### config.mk
export PLATFORM = sky130hd
export DESIGN_NAME = smcc_top
export DESIGN_NICKNAME = d
export VERILOG_FILES = /design/src/smcc_pkg.sv /design/src/smcc_top.sv
export VERILOG_INCLUDE_DIRS = /design/src /design/src/src
export SDC_FILE = /design/constraint.sdc
export NUM_CORES = 1
export LEC_CHECK = 0
export ABC_CLOCK_PERIOD_IN_PS = 8000
export BUFFER_PORTS_ARGS = -buffer_cell sky130_fd_sc_hd__buf_2
export CORE_UTILIZATION = 60
export DETAILED_ROUTE_END_ITERATION = 7
export PLACE_DENSITY = 0.82
export SETUP_SLACK_MARGIN = 0.02
export SLEW_MARGIN = 5
export SYNTH_ARGS = -nofsm -noshare
export SYNTH_HDL_FRONTEND = slang
export SYNTH_SLANG_ARGS = --single-unit
export TNS_END_PERCENT = 100
### constraint.sdc
create_clock -name clock -period 8 [get_ports clock]
set_input_delay 0.4 -clock clock [delete_from_list [all_inputs] [get_ports clock]]
set_output_delay 0.4 -clock clock [all_outputs]
set_load 0.01 [all_outputs]
### src/smcc_map.svh
// Register map, field positions and reset values of the clock control
//--------------------------------------------------------------------
// Summary of operation
// System source field selects INTERNAL_OSC_FAST, fast root, divided root or 32M.
// Divided source gives fast root frequency over the five-bit divider.
// Software never programs the system divider with zero or one.
// Fast root selector spans two register bits over three sources.
// Fast root 00 doubled 48M, 01 INTERNAL_OSC_FAST, 1x crystal 24M.
// 32M option is the doubled 48M clock times two thirds.
// Bus controller clock comes straight from the doubled 48M clock.
// System tick timer runs at 16M, crystal 24M times two thirds.
// Three gate banks hold module enables; one runs, zero stops.
// Bank A maps serial, two-wire, UART, bus, PWM, debug; reset 0x83.
// Audio serial clock runs only while its enable bit is one.
// Audio serial clock is 48M times seven-bit step over eight-bit mod.
// Software keeps audio mod at least twice the audio step.
// Microphone clock runs only while its enable bit is one.
// Microphone source bit picks divider at zero, slow clock at one.
// Microphone divider gives 48M times step over mod.
// Slow select bit chooses internal or crystal 32 kHz source.
// Slow select zero is internal oscillator, one is crystal.
// Fractional dividers accumulate step, subtract mod and toggle; the code adds twice step on each 48M rise.
//--------------------------------------------------------------------
`ifndef SMCC_MAP_SVH
`define SMCC_MAP_SVH

// Register indices; byte address is four times the index
`define SMCC_IDX_GATE_A   10'h063
`define SMCC_IDX_GATE_B   10'h064
`define SMCC_IDX_GATE_C   10'h065
`define SMCC_IDX_SYS_SEL  10'h066
`define SMCC_IDX_AUD_STEP 10'h067
`define SMCC_IDX_AUD_MOD  10'h068
`define SMCC_IDX_MIC_STEP 10'h06c
`define SMCC_IDX_MIC_MOD  10'h06d
`define SMCC_IDX_FHS_HI   10'h070
`define SMCC_IDX_SLOW_SEL 10'h073
`define SMCC_IDX_STATUS   10'h074

// Reset values
`define SMCC_RST_GATE_A   8'h83
`define SMCC_RST_GATE_B   8'h00
`define SMCC_RST_GATE_C   8'h30
`define SMCC_RST_SYS_SEL  8'h06
`define SMCC_RST_AUD_STEP 8'h00
`define SMCC_RST_AUD_MOD  8'h02
`define SMCC_RST_MIC_STEP 8'h01
`define SMCC_RST_MIC_MOD  8'h02
`define SMCC_RST_FHS_HI   8'h00
`define SMCC_RST_SLOW_SEL 8'h04

// Implemented bits; reserved bits read as zero
`define SMCC_MASK_GATE_A  8'hbf
`define SMCC_MASK_GATE_B  8'h1f
`define SMCC_MASK_GATE_C  8'h37

// Field positions
`define SMCC_SYS_SRC_HI   6
`define SMCC_SYS_SRC_LO   5
`define SMCC_SYS_DIV_HI   4
`define SMCC_FHS_LO_BIT   7
`define SMCC_FHS_HI_BIT   0
`define SMCC_CLK_EN_BIT   7
`define SMCC_STEP_HI      6
`define SMCC_SLOW_BIT     0
`define SMCC_MIC_SRC_BIT  1
`define SMCC_GATE_BUS_BIT 3
`define SMCC_GATE_TMR_BIT 1

// Two-thirds divider: toggle phases out of six source transitions
`define SMCC_TT_LAST      3'd5

`endif

### src/smcc_pkg.sv
// Types shared by the clock control design
package smcc_pkg;

  typedef enum logic [1:0] {
    sys_src_rc24 = 2'b00,
    sys_src_fhs  = 2'b01,
    sys_src_div  = 2'b10,
    sys_src_32m  = 2'b11
  } smcc_sys_src_t;

  typedef enum logic [1:0] {
    fhs_src_48m  = 2'b00,
    fhs_src_rc24 = 2'b01,
    fhs_src_pad  = 2'b10,
    fhs_src_padx = 2'b11
  } smcc_fhs_src_t;

endpackage

### src/smcc_top.sv
// Clock source selection, dividers and module gates with APB registers
//
// Register access over APB was decided locally.
`timescale 1ns/100ps
`include "smcc_map.svh"

//--------------------------------------------------------------------
// Two-thirds frequency divider on a sampled clock level
//--------------------------------------------------------------------
module smcc_two_thirds (
  input  wire logic clock,
  input  wire logic rstn,
  input  wire logic src_level,
  output logic      div_clock
);

  logic       prev_ff;
  logic [2:0] phase_ff;
  logic       out_ff;
  logic       edge_any;
  logic       do_toggle;

  assign edge_any  = src_level ^ prev_ff;
  // Toggles at phases 0,2,3,5 give 1.5 source periods per output period
  assign do_toggle = (phase_ff == 3'd0) || (phase_ff == 3'd2) ||
                     (phase_ff == 3'd3) || (phase_ff == 3'd5);

  always_ff @(posedge clock or negedge rstn)
  begin
    if (!rstn)
      prev_ff <= 1'b0;
    else
      prev_ff <= src_level;
  end

  always_ff @(posedge clock or negedge rstn)
  begin
    if (!rstn)
      phase_ff <= 3'd0;
    else if (edge_any)
      phase_ff <= (phase_ff == `SMCC_TT_LAST) ? 3'd0 : phase_ff + 3'd1;
  end

  always_ff @(posedge clock or negedge rstn)
  begin
    if (!rstn)
      out_ff <= 1'b0;
    else if (edge_any && do_toggle)
      out_ff <= ~out_ff;
  end

  assign div_clock = out_ff;

endmodule // smcc_two_thirds

//--------------------------------------------------------------------
// Step/mod fractional divider on rising edges of the 48M level
//--------------------------------------------------------------------
module smcc_frac_div (
  input  wire logic       clock,
  input  wire logic       rstn,
  input  wire logic       src_level,
  input  wire logic       enable,
  input  wire logic [6:0] step,
  input  wire logic [7:0] modulus,
  output logic            div_clock
);

  logic       prev_ff;
  logic [8:0] acc_ff;
  logic       out_ff;
  logic       rise;
  logic [8:0] sum;
  logic       wrap;

  assign rise = src_level & ~prev_ff;
  // Two toggles per output period, so the accumulator adds twice step
  assign sum  = acc_ff + {1'b0, step, 1'b0};
  assign wrap = sum >= {1'b0, modulus};

  always_ff @(posedge clock or negedge rstn)
  begin
    if (!rstn)
      prev_ff <= 1'b0;
    else
      prev_ff <= src_level;
  end

  always_ff @(posedge clock or negedge rstn)
  begin
    if (!rstn)
      acc_ff <= 9'h000;
    else if (!enable)
      acc_ff <= 9'h000;
    else if (rise)
      acc_ff <= wrap ? sum - {1'b0, modulus} : sum;
  end

  always_ff @(posedge clock or negedge rstn)
  begin
    if (!rstn)
      out_ff <= 1'b0;
    else if (!enable)
      out_ff <= 1'b0;
    else if (rise && wrap)
      out_ff <= ~out_ff;
  end

  assign div_clock = out_ff;

endmodule // smcc_frac_div

//--------------------------------------------------------------------
// Top level
//--------------------------------------------------------------------
module smcc_top (
  input  wire logic        clock,
  input  wire logic        rstn,
  input  wire logic        psel,
  input  wire logic        penable,
  input  wire logic        pwrite,
  input  wire logic [11:0] paddr,
  input  wire logic [31:0] pwdata,
  input  wire logic [3:0]  pstrb,
  output logic [31:0]      prdata,
  output logic             pready,
  output logic             pslverr,
  input  wire logic        internal_osc_fast,
  input  wire logic        crystal_fast_clock,
  input  wire logic        doubled_clock_48m,
  input  wire logic        internal_osc_slow,
  input  wire logic        crystal_slow_clock,
  output logic             system_clock,
  output logic             fast_root_clock,
  output logic             usb_bus_clock,
  output logic             system_timer_clock,
  output logic             audio_serial_clock,
  output logic             pdm_microphone_clock,
  output logic             slow_clock,
  output logic [7:0]       module_gate_bank_a,
  output logic [7:0]       module_gate_bank_b,
  output logic [7:0]       module_gate_bank_c
);

  //------------------------------------------------------------------
  // Registers
  //------------------------------------------------------------------
  logic [7:0] gate_a_ff;
  logic [7:0] gate_b_ff;
  logic [7:0] gate_c_ff;
  logic [7:0] sys_sel_ff;
  logic [7:0] aud_step_ff;
  logic [7:0] aud_mod_ff;
  logic [7:0] mic_step_ff;
  logic [7:0] mic_mod_ff;
  logic [7:0] fhs_hi_ff;
  logic [7:0] slow_sel_ff;
  logic [31:0] prdata_ff;
  logic        pslverr_ff;

  logic [9:0]  idx;
  logic        hit;
  logic        wr_en;
  logic        rd_setup;
  logic [7:0]  wbyte;
  logic [7:0]  nxt_rdata;
  logic [7:0]  status;

  assign idx      = paddr[11:2];
  assign wbyte    = pwdata[7:0];
  assign rd_setup = psel & ~penable;
  assign wr_en    = psel & penable & pwrite & hit & pstrb[0] &
                    (paddr[1:0] == 2'b00);
  assign pready   = 1'b1;

  always_comb
  begin
    hit       = 1'b1;
    nxt_rdata = 8'h00;
    case (idx)
      `SMCC_IDX_GATE_A:   nxt_rdata = gate_a_ff;
      `SMCC_IDX_GATE_B:   nxt_rdata = gate_b_ff;
      `SMCC_IDX_GATE_C:   nxt_rdata = gate_c_ff;
      `SMCC_IDX_SYS_SEL:  nxt_rdata = sys_sel_ff;
      `SMCC_IDX_AUD_STEP: nxt_rdata = aud_step_ff;
      `SMCC_IDX_AUD_MOD:  nxt_rdata = aud_mod_ff;
      `SMCC_IDX_MIC_STEP: nxt_rdata = mic_step_ff;
      `SMCC_IDX_MIC_MOD:  nxt_rdata = mic_mod_ff;
      `SMCC_IDX_FHS_HI:   nxt_rdata = fhs_hi_ff;
      `SMCC_IDX_SLOW_SEL: nxt_rdata = slow_sel_ff;
      `SMCC_IDX_STATUS:   nxt_rdata = status;
      default:            hit = 1'b0;
    endcase
    if (paddr[1:0] != 2'b00)
      hit = 1'b0;
  end

  // Read data and error are captured in the setup phase
  always_ff @(posedge clock or negedge rstn)
  begin
    if (!rstn)
      prdata_ff <= 32'h0000_0000;
    else if (rd_setup)
      prdata_ff <= (hit && !pwrite) ? {24'h00_0000, nxt_rdata}
                                    : 32'h0000_0000;
  end

  always_ff @(posedge clock or negedge rstn)
  begin
    if (!rstn)
      pslverr_ff <= 1'b0;
    else if (rd_setup)
      pslverr_ff <= ~hit;
  end

  assign prdata  = prdata_ff;
  assign pslverr = pslverr_ff & psel & penable;

  // Module gate banks
  always_ff @(posedge clock or negedge rstn)
  begin
    if (!rstn)
    begin
      gate_a_ff <= `SMCC_RST_GATE_A;
      gate_b_ff <= `SMCC_RST_GATE_B;
      gate_c_ff <= `SMCC_RST_GATE_C;
    end
    else if (wr_en)
    begin
      if (idx == `SMCC_IDX_GATE_A)
        gate_a_ff <= wbyte & `SMCC_MASK_GATE_A;
      if (idx == `SMCC_IDX_GATE_B)
        gate_b_ff <= wbyte & `SMCC_MASK_GATE_B;
      if (idx == `SMCC_IDX_GATE_C)
        gate_c_ff <= wbyte & `SMCC_MASK_GATE_C;
    end
  end

  // Source selection registers
  always_ff @(posedge clock or negedge rstn)
  begin
    if (!rstn)
    begin
      sys_sel_ff  <= `SMCC_RST_SYS_SEL;
      fhs_hi_ff   <= `SMCC_RST_FHS_HI;
      slow_sel_ff <= `SMCC_RST_SLOW_SEL;
    end
    else if (wr_en)
    begin
      if (idx == `SMCC_IDX_SYS_SEL)
        sys_sel_ff <= wbyte;
      if (idx == `SMCC_IDX_FHS_HI)
        fhs_hi_ff <= wbyte;
      if (idx == `SMCC_IDX_SLOW_SEL)
        slow_sel_ff <= wbyte;
    end
  end

  // Fractional divider settings
  always_ff @(posedge clock or negedge rstn)
  begin
    if (!rstn)
    begin
      aud_step_ff <= `SMCC_RST_AUD_STEP;
      aud_mod_ff  <= `SMCC_RST_AUD_MOD;
      mic_step_ff <= `SMCC_RST_MIC_STEP;
      mic_mod_ff  <= `SMCC_RST_MIC_MOD;
    end
    else if (wr_en)
    begin
      if (idx == `SMCC_IDX_AUD_STEP)
        aud_step_ff <= wbyte;
      if (idx == `SMCC_IDX_AUD_MOD)
        aud_mod_ff <= wbyte;
      if (idx == `SMCC_IDX_MIC_STEP)
        mic_step_ff <= wbyte;
      if (idx == `SMCC_IDX_MIC_MOD)
        mic_mod_ff <= wbyte;
    end
  end

  //------------------------------------------------------------------
  // Source sampling
  //------------------------------------------------------------------
  logic rc24_ff;
  logic pad24_ff;
  logic c48_ff;
  logic rc32k_ff;
  logic pad32k_ff;

  always_ff @(posedge clock or negedge rstn)
  begin
    if (!rstn)
    begin
      rc24_ff   <= 1'b0;
      pad24_ff  <= 1'b0;
      c48_ff    <= 1'b0;
      rc32k_ff  <= 1'b0;
      pad32k_ff <= 1'b0;
    end
    else
    begin
      rc24_ff   <= internal_osc_fast;
      pad24_ff  <= crystal_fast_clock;
      c48_ff    <= doubled_clock_48m;
      rc32k_ff  <= internal_osc_slow;
      pad32k_ff <= crystal_slow_clock;
    end
  end

  //------------------------------------------------------------------
  // Fast root, dividers and system clock
  //------------------------------------------------------------------
  smcc_pkg::smcc_fhs_src_t fhs_src;
  smcc_pkg::smcc_sys_src_t sys_src;
  logic       fhs_level;
  logic       fhs_prev_ff;
  logic [4:0] hs_cnt_ff;
  logic       hs_div_ff;
  logic [4:0] sys_div;
  logic       clk32m;
  logic       clk16m;
  logic       sys_level;
  logic       slow_level;
  logic       aud_div;
  logic       mic_div;
  logic       mic_level;
  logic       aud_en;
  logic       mic_en;

  assign fhs_src = smcc_pkg::smcc_fhs_src_t'(
                     {fhs_hi_ff[`SMCC_FHS_HI_BIT],
                      sys_sel_ff[`SMCC_FHS_LO_BIT]});
  assign sys_src = smcc_pkg::smcc_sys_src_t'(
                     sys_sel_ff[`SMCC_SYS_SRC_HI:`SMCC_SYS_SRC_LO]);
  assign sys_div = sys_sel_ff[`SMCC_SYS_DIV_HI:0];

  always_comb
  begin
    case (fhs_src)
      smcc_pkg::fhs_src_48m:  fhs_level = c48_ff;
      smcc_pkg::fhs_src_rc24: fhs_level = rc24_ff;
      default:                fhs_level = pad24_ff;
    endcase
  end

  always_ff @(posedge clock or negedge rstn)
  begin
    if (!rstn)
      fhs_prev_ff <= 1'b0;
    else
      fhs_prev_ff <= fhs_level;
  end

  // Divide by N: high for the first N/2 root edges of each N
  always_ff @(posedge clock or negedge rstn)
  begin
    if (!rstn)
      hs_cnt_ff <= 5'h00;
    else if (fhs_level && !fhs_prev_ff)
      hs_cnt_ff <= (hs_cnt_ff >= sys_div - 5'h01) ? 5'h00
                                                 : hs_cnt_ff + 5'h01;
  end

  always_ff @(posedge clock or negedge rstn)
  begin
    if (!rstn)
      hs_div_ff <= 1'b0;
    else
      hs_div_ff <= hs_cnt_ff < (sys_div >> 1);
  end

  smcc_two_thirds u_tt_32m (
    .clock     (clock),
    .rstn      (rstn),
    .src_level (c48_ff),
    .div_clock (clk32m)
  );

  smcc_two_thirds u_tt_16m (
    .clock     (clock),
    .rstn      (rstn),
    .src_level (pad24_ff),
    .div_clock (clk16m)
  );

  always_comb
  begin
    case (sys_src)
      smcc_pkg::sys_src_rc24: sys_level = rc24_ff;
      smcc_pkg::sys_src_fhs:  sys_level = fhs_level;
      smcc_pkg::sys_src_div:  sys_level = hs_div_ff;
      smcc_pkg::sys_src_32m:  sys_level = clk32m;
      default:                sys_level = rc24_ff;
    endcase
  end

  //------------------------------------------------------------------
  // Audio, microphone and slow clocks
  //------------------------------------------------------------------
  assign aud_en = aud_step_ff[`SMCC_CLK_EN_BIT];
  assign mic_en = mic_step_ff[`SMCC_CLK_EN_BIT];

  smcc_frac_div u_aud (
    .clock     (clock),
    .rstn      (rstn),
    .src_level (c48_ff),
    .enable    (aud_en),
    .step      (aud_step_ff[`SMCC_STEP_HI:0]),
    .modulus   (aud_mod_ff),
    .div_clock (aud_div)
  );

  smcc_frac_div u_mic (
    .clock     (clock),
    .rstn      (rstn),
    .src_level (c48_ff),
    .enable    (mic_en),
    .step      (mic_step_ff[`SMCC_STEP_HI:0]),
    .modulus   (mic_mod_ff),
    .div_clock (mic_div)
  );

  assign slow_level = slow_sel_ff[`SMCC_SLOW_BIT] ? pad32k_ff
                                                  : rc32k_ff;
  assign mic_level  = slow_sel_ff[`SMCC_MIC_SRC_BIT] ? slow_level
                                                     : mic_div;

  //------------------------------------------------------------------
  // Registered clock outputs
  //------------------------------------------------------------------
  logic sys_out_ff;
  logic fhs_out_ff;
  logic usb_out_ff;
  logic tmr_out_ff;
  logic aud_out_ff;
  logic mic_out_ff;
  logic slow_out_ff;

  always_ff @(posedge clock or negedge rstn)
  begin
    if (!rstn)
    begin
      sys_out_ff  <= 1'b0;
      fhs_out_ff  <= 1'b0;
      usb_out_ff  <= 1'b0;
      tmr_out_ff  <= 1'b0;
      aud_out_ff  <= 1'b0;
      mic_out_ff  <= 1'b0;
      slow_out_ff <= 1'b0;
    end
    else
    begin
      sys_out_ff  <= sys_level;
      fhs_out_ff  <= fhs_level;
      usb_out_ff  <= c48_ff & gate_a_ff[`SMCC_GATE_BUS_BIT];
      tmr_out_ff  <= clk16m & gate_b_ff[`SMCC_GATE_TMR_BIT];
      aud_out_ff  <= aud_div & aud_en;
      mic_out_ff  <= mic_level & mic_en;
      slow_out_ff <= slow_level;
    end
  end

  assign status = {2'b00, (sys_div < 5'h02), slow_out_ff, mic_out_ff,
                   aud_out_ff, fhs_out_ff, sys_out_ff};

  assign system_clock         = sys_out_ff;
  assign fast_root_clock      = fhs_out_ff;
  assign usb_bus_clock        = usb_out_ff;
  assign system_timer_clock   = tmr_out_ff;
  assign audio_serial_clock   = aud_out_ff;
  assign pdm_microphone_clock = mic_out_ff;
  assign slow_clock           = slow_out_ff;
  assign module_gate_bank_a   = gate_a_ff;
  assign module_gate_bank_b   = gate_b_ff;
  assign module_gate_bank_c   = gate_c_ff;

endmodule // smcc_top

==> results.md <==
* Status: completed
* Placed insts at 932
* Switching share of total power at between 20% and 30%
* Vias in the first global route at ~6000
* Num CTS Buffers at 17
* Async S/R FF share, synth at between 90% and 100%
* Max Cap Viol at 0
* Type of origin of the critical path: flop
* Min Clock Period, post-route at approximately 3.9 ns
* Largest net degree at the start of global routing at 89
* Core Rows at a little over 40
* Antenna-violating nets left at 0
* Net Switching at 0.405 mW
* DR vias at roughly 6000
* Die ar. at around 13000 sq um
* Nets@finish at 885
* Final hold vios at 0
* Mean post-synth cell area at between 10 and 15 sq um
* Drt wl/cell at about 20 um
* P&R area growth vs syn at 12.0%
* Synth top cells by count: 119 x dfrtp_1, 79 x mux2_2, 44 x o21ai_0
* H-tree depth at 4
* Post-synth EDFFs at 0
* Slew Viols, Final at 0
* Placer Congestion at approximately 0.9
* Top post-synthesis cells by area: dfrtp_1 38%, mux2_2 11%, ha_1 6.9%, dfstp_2 3.7%, mux2i_1 3.6%
* 1st-iter DRT viols at approximately 470
* Area of the core at ~13000 sq um
* Max_slew headroom at about 26%
* Worst min path class: input pin to flop
* Combinational share of power at 9.8%
* Clk_lat worst skew at ~0.42 ns
* Critical path class: flop to flop
* Post-route setup slack at approximately 4.1 ns
* Synth top area share at around two fifths
* Post-Place Worst Slack at 4.17 ns
* Flop pwr share at between 40% and 50%
* Post-synthesis mux area share at about 17%
* First-pass GRT wire length at 31200 um
* Port Buf Inserts at 63
* Register area share after synthesis at between 40% and 50%
* Clk buf depth at 2
* Worst-Margin Slew at 1.11 ns
* CP Capture Type: flop
* Adder-Cell Fraction of Synth Area at 7.98%
* Clock root cell: clkbuf_16
* # setup viols final at 0
* Largest area contributor in the netlist: dfrtp_1
* Dpl hpwl at approximately 14000 um
* Post-synthesis simple-gate area fraction at roughly a tenth
* Initial antenna violation count at 1
* Compound-gate portion of the synthesized area at between 10% and 20%
* Clock transition at path regs at ~0.05 ns
* Sink Count at 130
* DP Area at around 8100 sq um
* RSZ-0062 raised after global routing: no
* Setup TNS at 0 ns
* Design area at a little under 9000 sq um
* Final non-filler cell total at 966
* Clock power frac at 46.5%
* Grt ovf at 0
* Die W at between 100 and 150 um
* Fin crit share at between 40% and 50%
* Main combinational cell family by area after synthesis: multiplexers
* Data required, critical path at about 8.3 ns
* Mapped Cells at ~720
* Layout Utilization at approximately 69%
* Global Route Usage Sum at between 30% and 40%
* Count leader, synth: dfrtp_1
* Synth warn at 0
* Share of post-route cells with drive strength above 1 at 25.1%
* Crit path DAT at 4.16 ns
* Mapped Area at 7750 sq um
* Crit path max fanout at 9
* Maximum VDD drop at ~0.18 mV
* I/O pin count at 123
* XOR/XNOR Fraction of Synth Area at under 10%
* Power Internal at approximately 1.3 mW
* Static Leakage at a little over 4 nW
* Drt pass-1 iters at 5
* CTS tree: built
* Min Hold Slack at between 0.07 and 0.08 ns
* PnR Total Power at ~1.7 mW
* # DRC at 0
* Routed vias/inst at between 6 and 7
* Setup Skew at between 0.006 and 0.007 ns
* Pwr dens at 191 nW/um^2
* DRT Wirelength at approximately 19000 um
* Die Y-Extent at ~120 um
* Synthesized flop and latch total at 130
* Main flop type after synthesis: dfrtp_1
* Fmax at roughly 0.26 GHz
* Synth unique cells at 67
* Initial core utilization at about three fifths
sequential cells by signal, indices dropped and copies added (netlist names), 3 cells and up:
register and count:
u_tt_16m.phase_ff 3, module_gate_bank_b 5, u_aud.acc_ff 9, fhs_hi_ff 8
prdata 8, module_gate_bank_a 7, hs_cnt_ff 5, mic_step_ff 8
mic_mod_ff 8, u_tt_32m.phase_ff 3, aud_step_ff 8, aud_mod_ff 8
slow_sel_ff 8, u_mic.acc_ff 9, module_gate_bank_c 5, sys_sel_ff 8
worst paths after layout:
check | start | end | slack, ns | depth (start not counted)
setup / recovery | mic_step_ff[0] | u_mic.acc_ff[6] | 4.13 | 14
setup reg to reg | mic_step_ff[0] | u_mic.acc_ff[6] | 4.13 | 14
hold / removal | crystal_fast_clock | pad24_ff | 0.08 | 1
hold reg to reg | pad24_ff | u_tt_16m.prev_ff | 0.45 | 0
min in group asynchronous | rstn | u_mic.acc_ff[8] | 0.50 | 2
max in group asynchronous | rstn | hs_cnt_ff[1] | 6.00 | 3
metal layers:
layer,part of all wire [%],GRT usage (%)
met5,0,0
met4,3.5,15.3
met3,7.5,8.32
met2,48,50.9
met1,41,39.1
cells in the final DEF (no fill, tap or decap), drive strengths merged, types with 28 or more instances in the layout:
master and instances:
nor2 30, conb 32, buf 66, mux2 79
o21ai 44, a21oi 34, mux2i 28, ha 43
nand2 38, dfrtp 119, inv 34
power groups by stage:
stage | sequential (mW) | clock (mW) | combinational [mW]
after floorplan | 0.727 | 0 | 0.118
after global placement | 0.732 | 0 | 0.146
after detailed placement | 0.736 | 0 | 0.159
after CTS | 0.725 | 0.779 | 0.163
final | 0.725 | 0.773 | 0.162
after global routing | 0.730 | 0.809 | 0.187
worst max-delay path, cell delays in order (launching register included):
cell and delay (ns):
dfstp_2 0.39, ha_1 0.23, fa_1 0.41, a21oi_1 0.20, o21ai_0 0.15, o21a_1 0.19, nor2_1 0.13, xnor2_1 0.19
ha_1 0.33, and3_1 0.20, a41o_1 0.26, a21o_1 0.20, nor3_4 0.46, mux2i_1 0.30, a21oi_1 0.09
final cells by class:
| class | count | area (sq um) |
|---|---|---|
| flip-flops and latches | 130 | 3270 |
| multi-input cells | 530 | 4120 |
| clock buffers | 27 | 513 |
| clock inverters | 5 | 77.6 |
| repair buffers | 67 | 350 |
| well taps | 172 | 215 |
| diodes | 1 | 2.50 |
| inverters | 34 | 128 |
| fillers | 899 | 3950 |
logic make-up (layout without fill, tap and decap cells):
kind of cell,after synthesis,in the layout
mux,112,112
simple gates,157,157
flops,130,130
xor+xnor,26,26
compound gates,156,156
buf+inv,89,133
other cells,2,33
fa+ha+maj,47,47
what timing repair did:
item                                    CTS  global route
hold buffers                              1             0
endpoints found under the setup margin    0             0
setup buffers                             0             0
endpoints found under the hold margin    38             0
gates resized for setup                   0             0
Power figures use the tool's default switching activity.
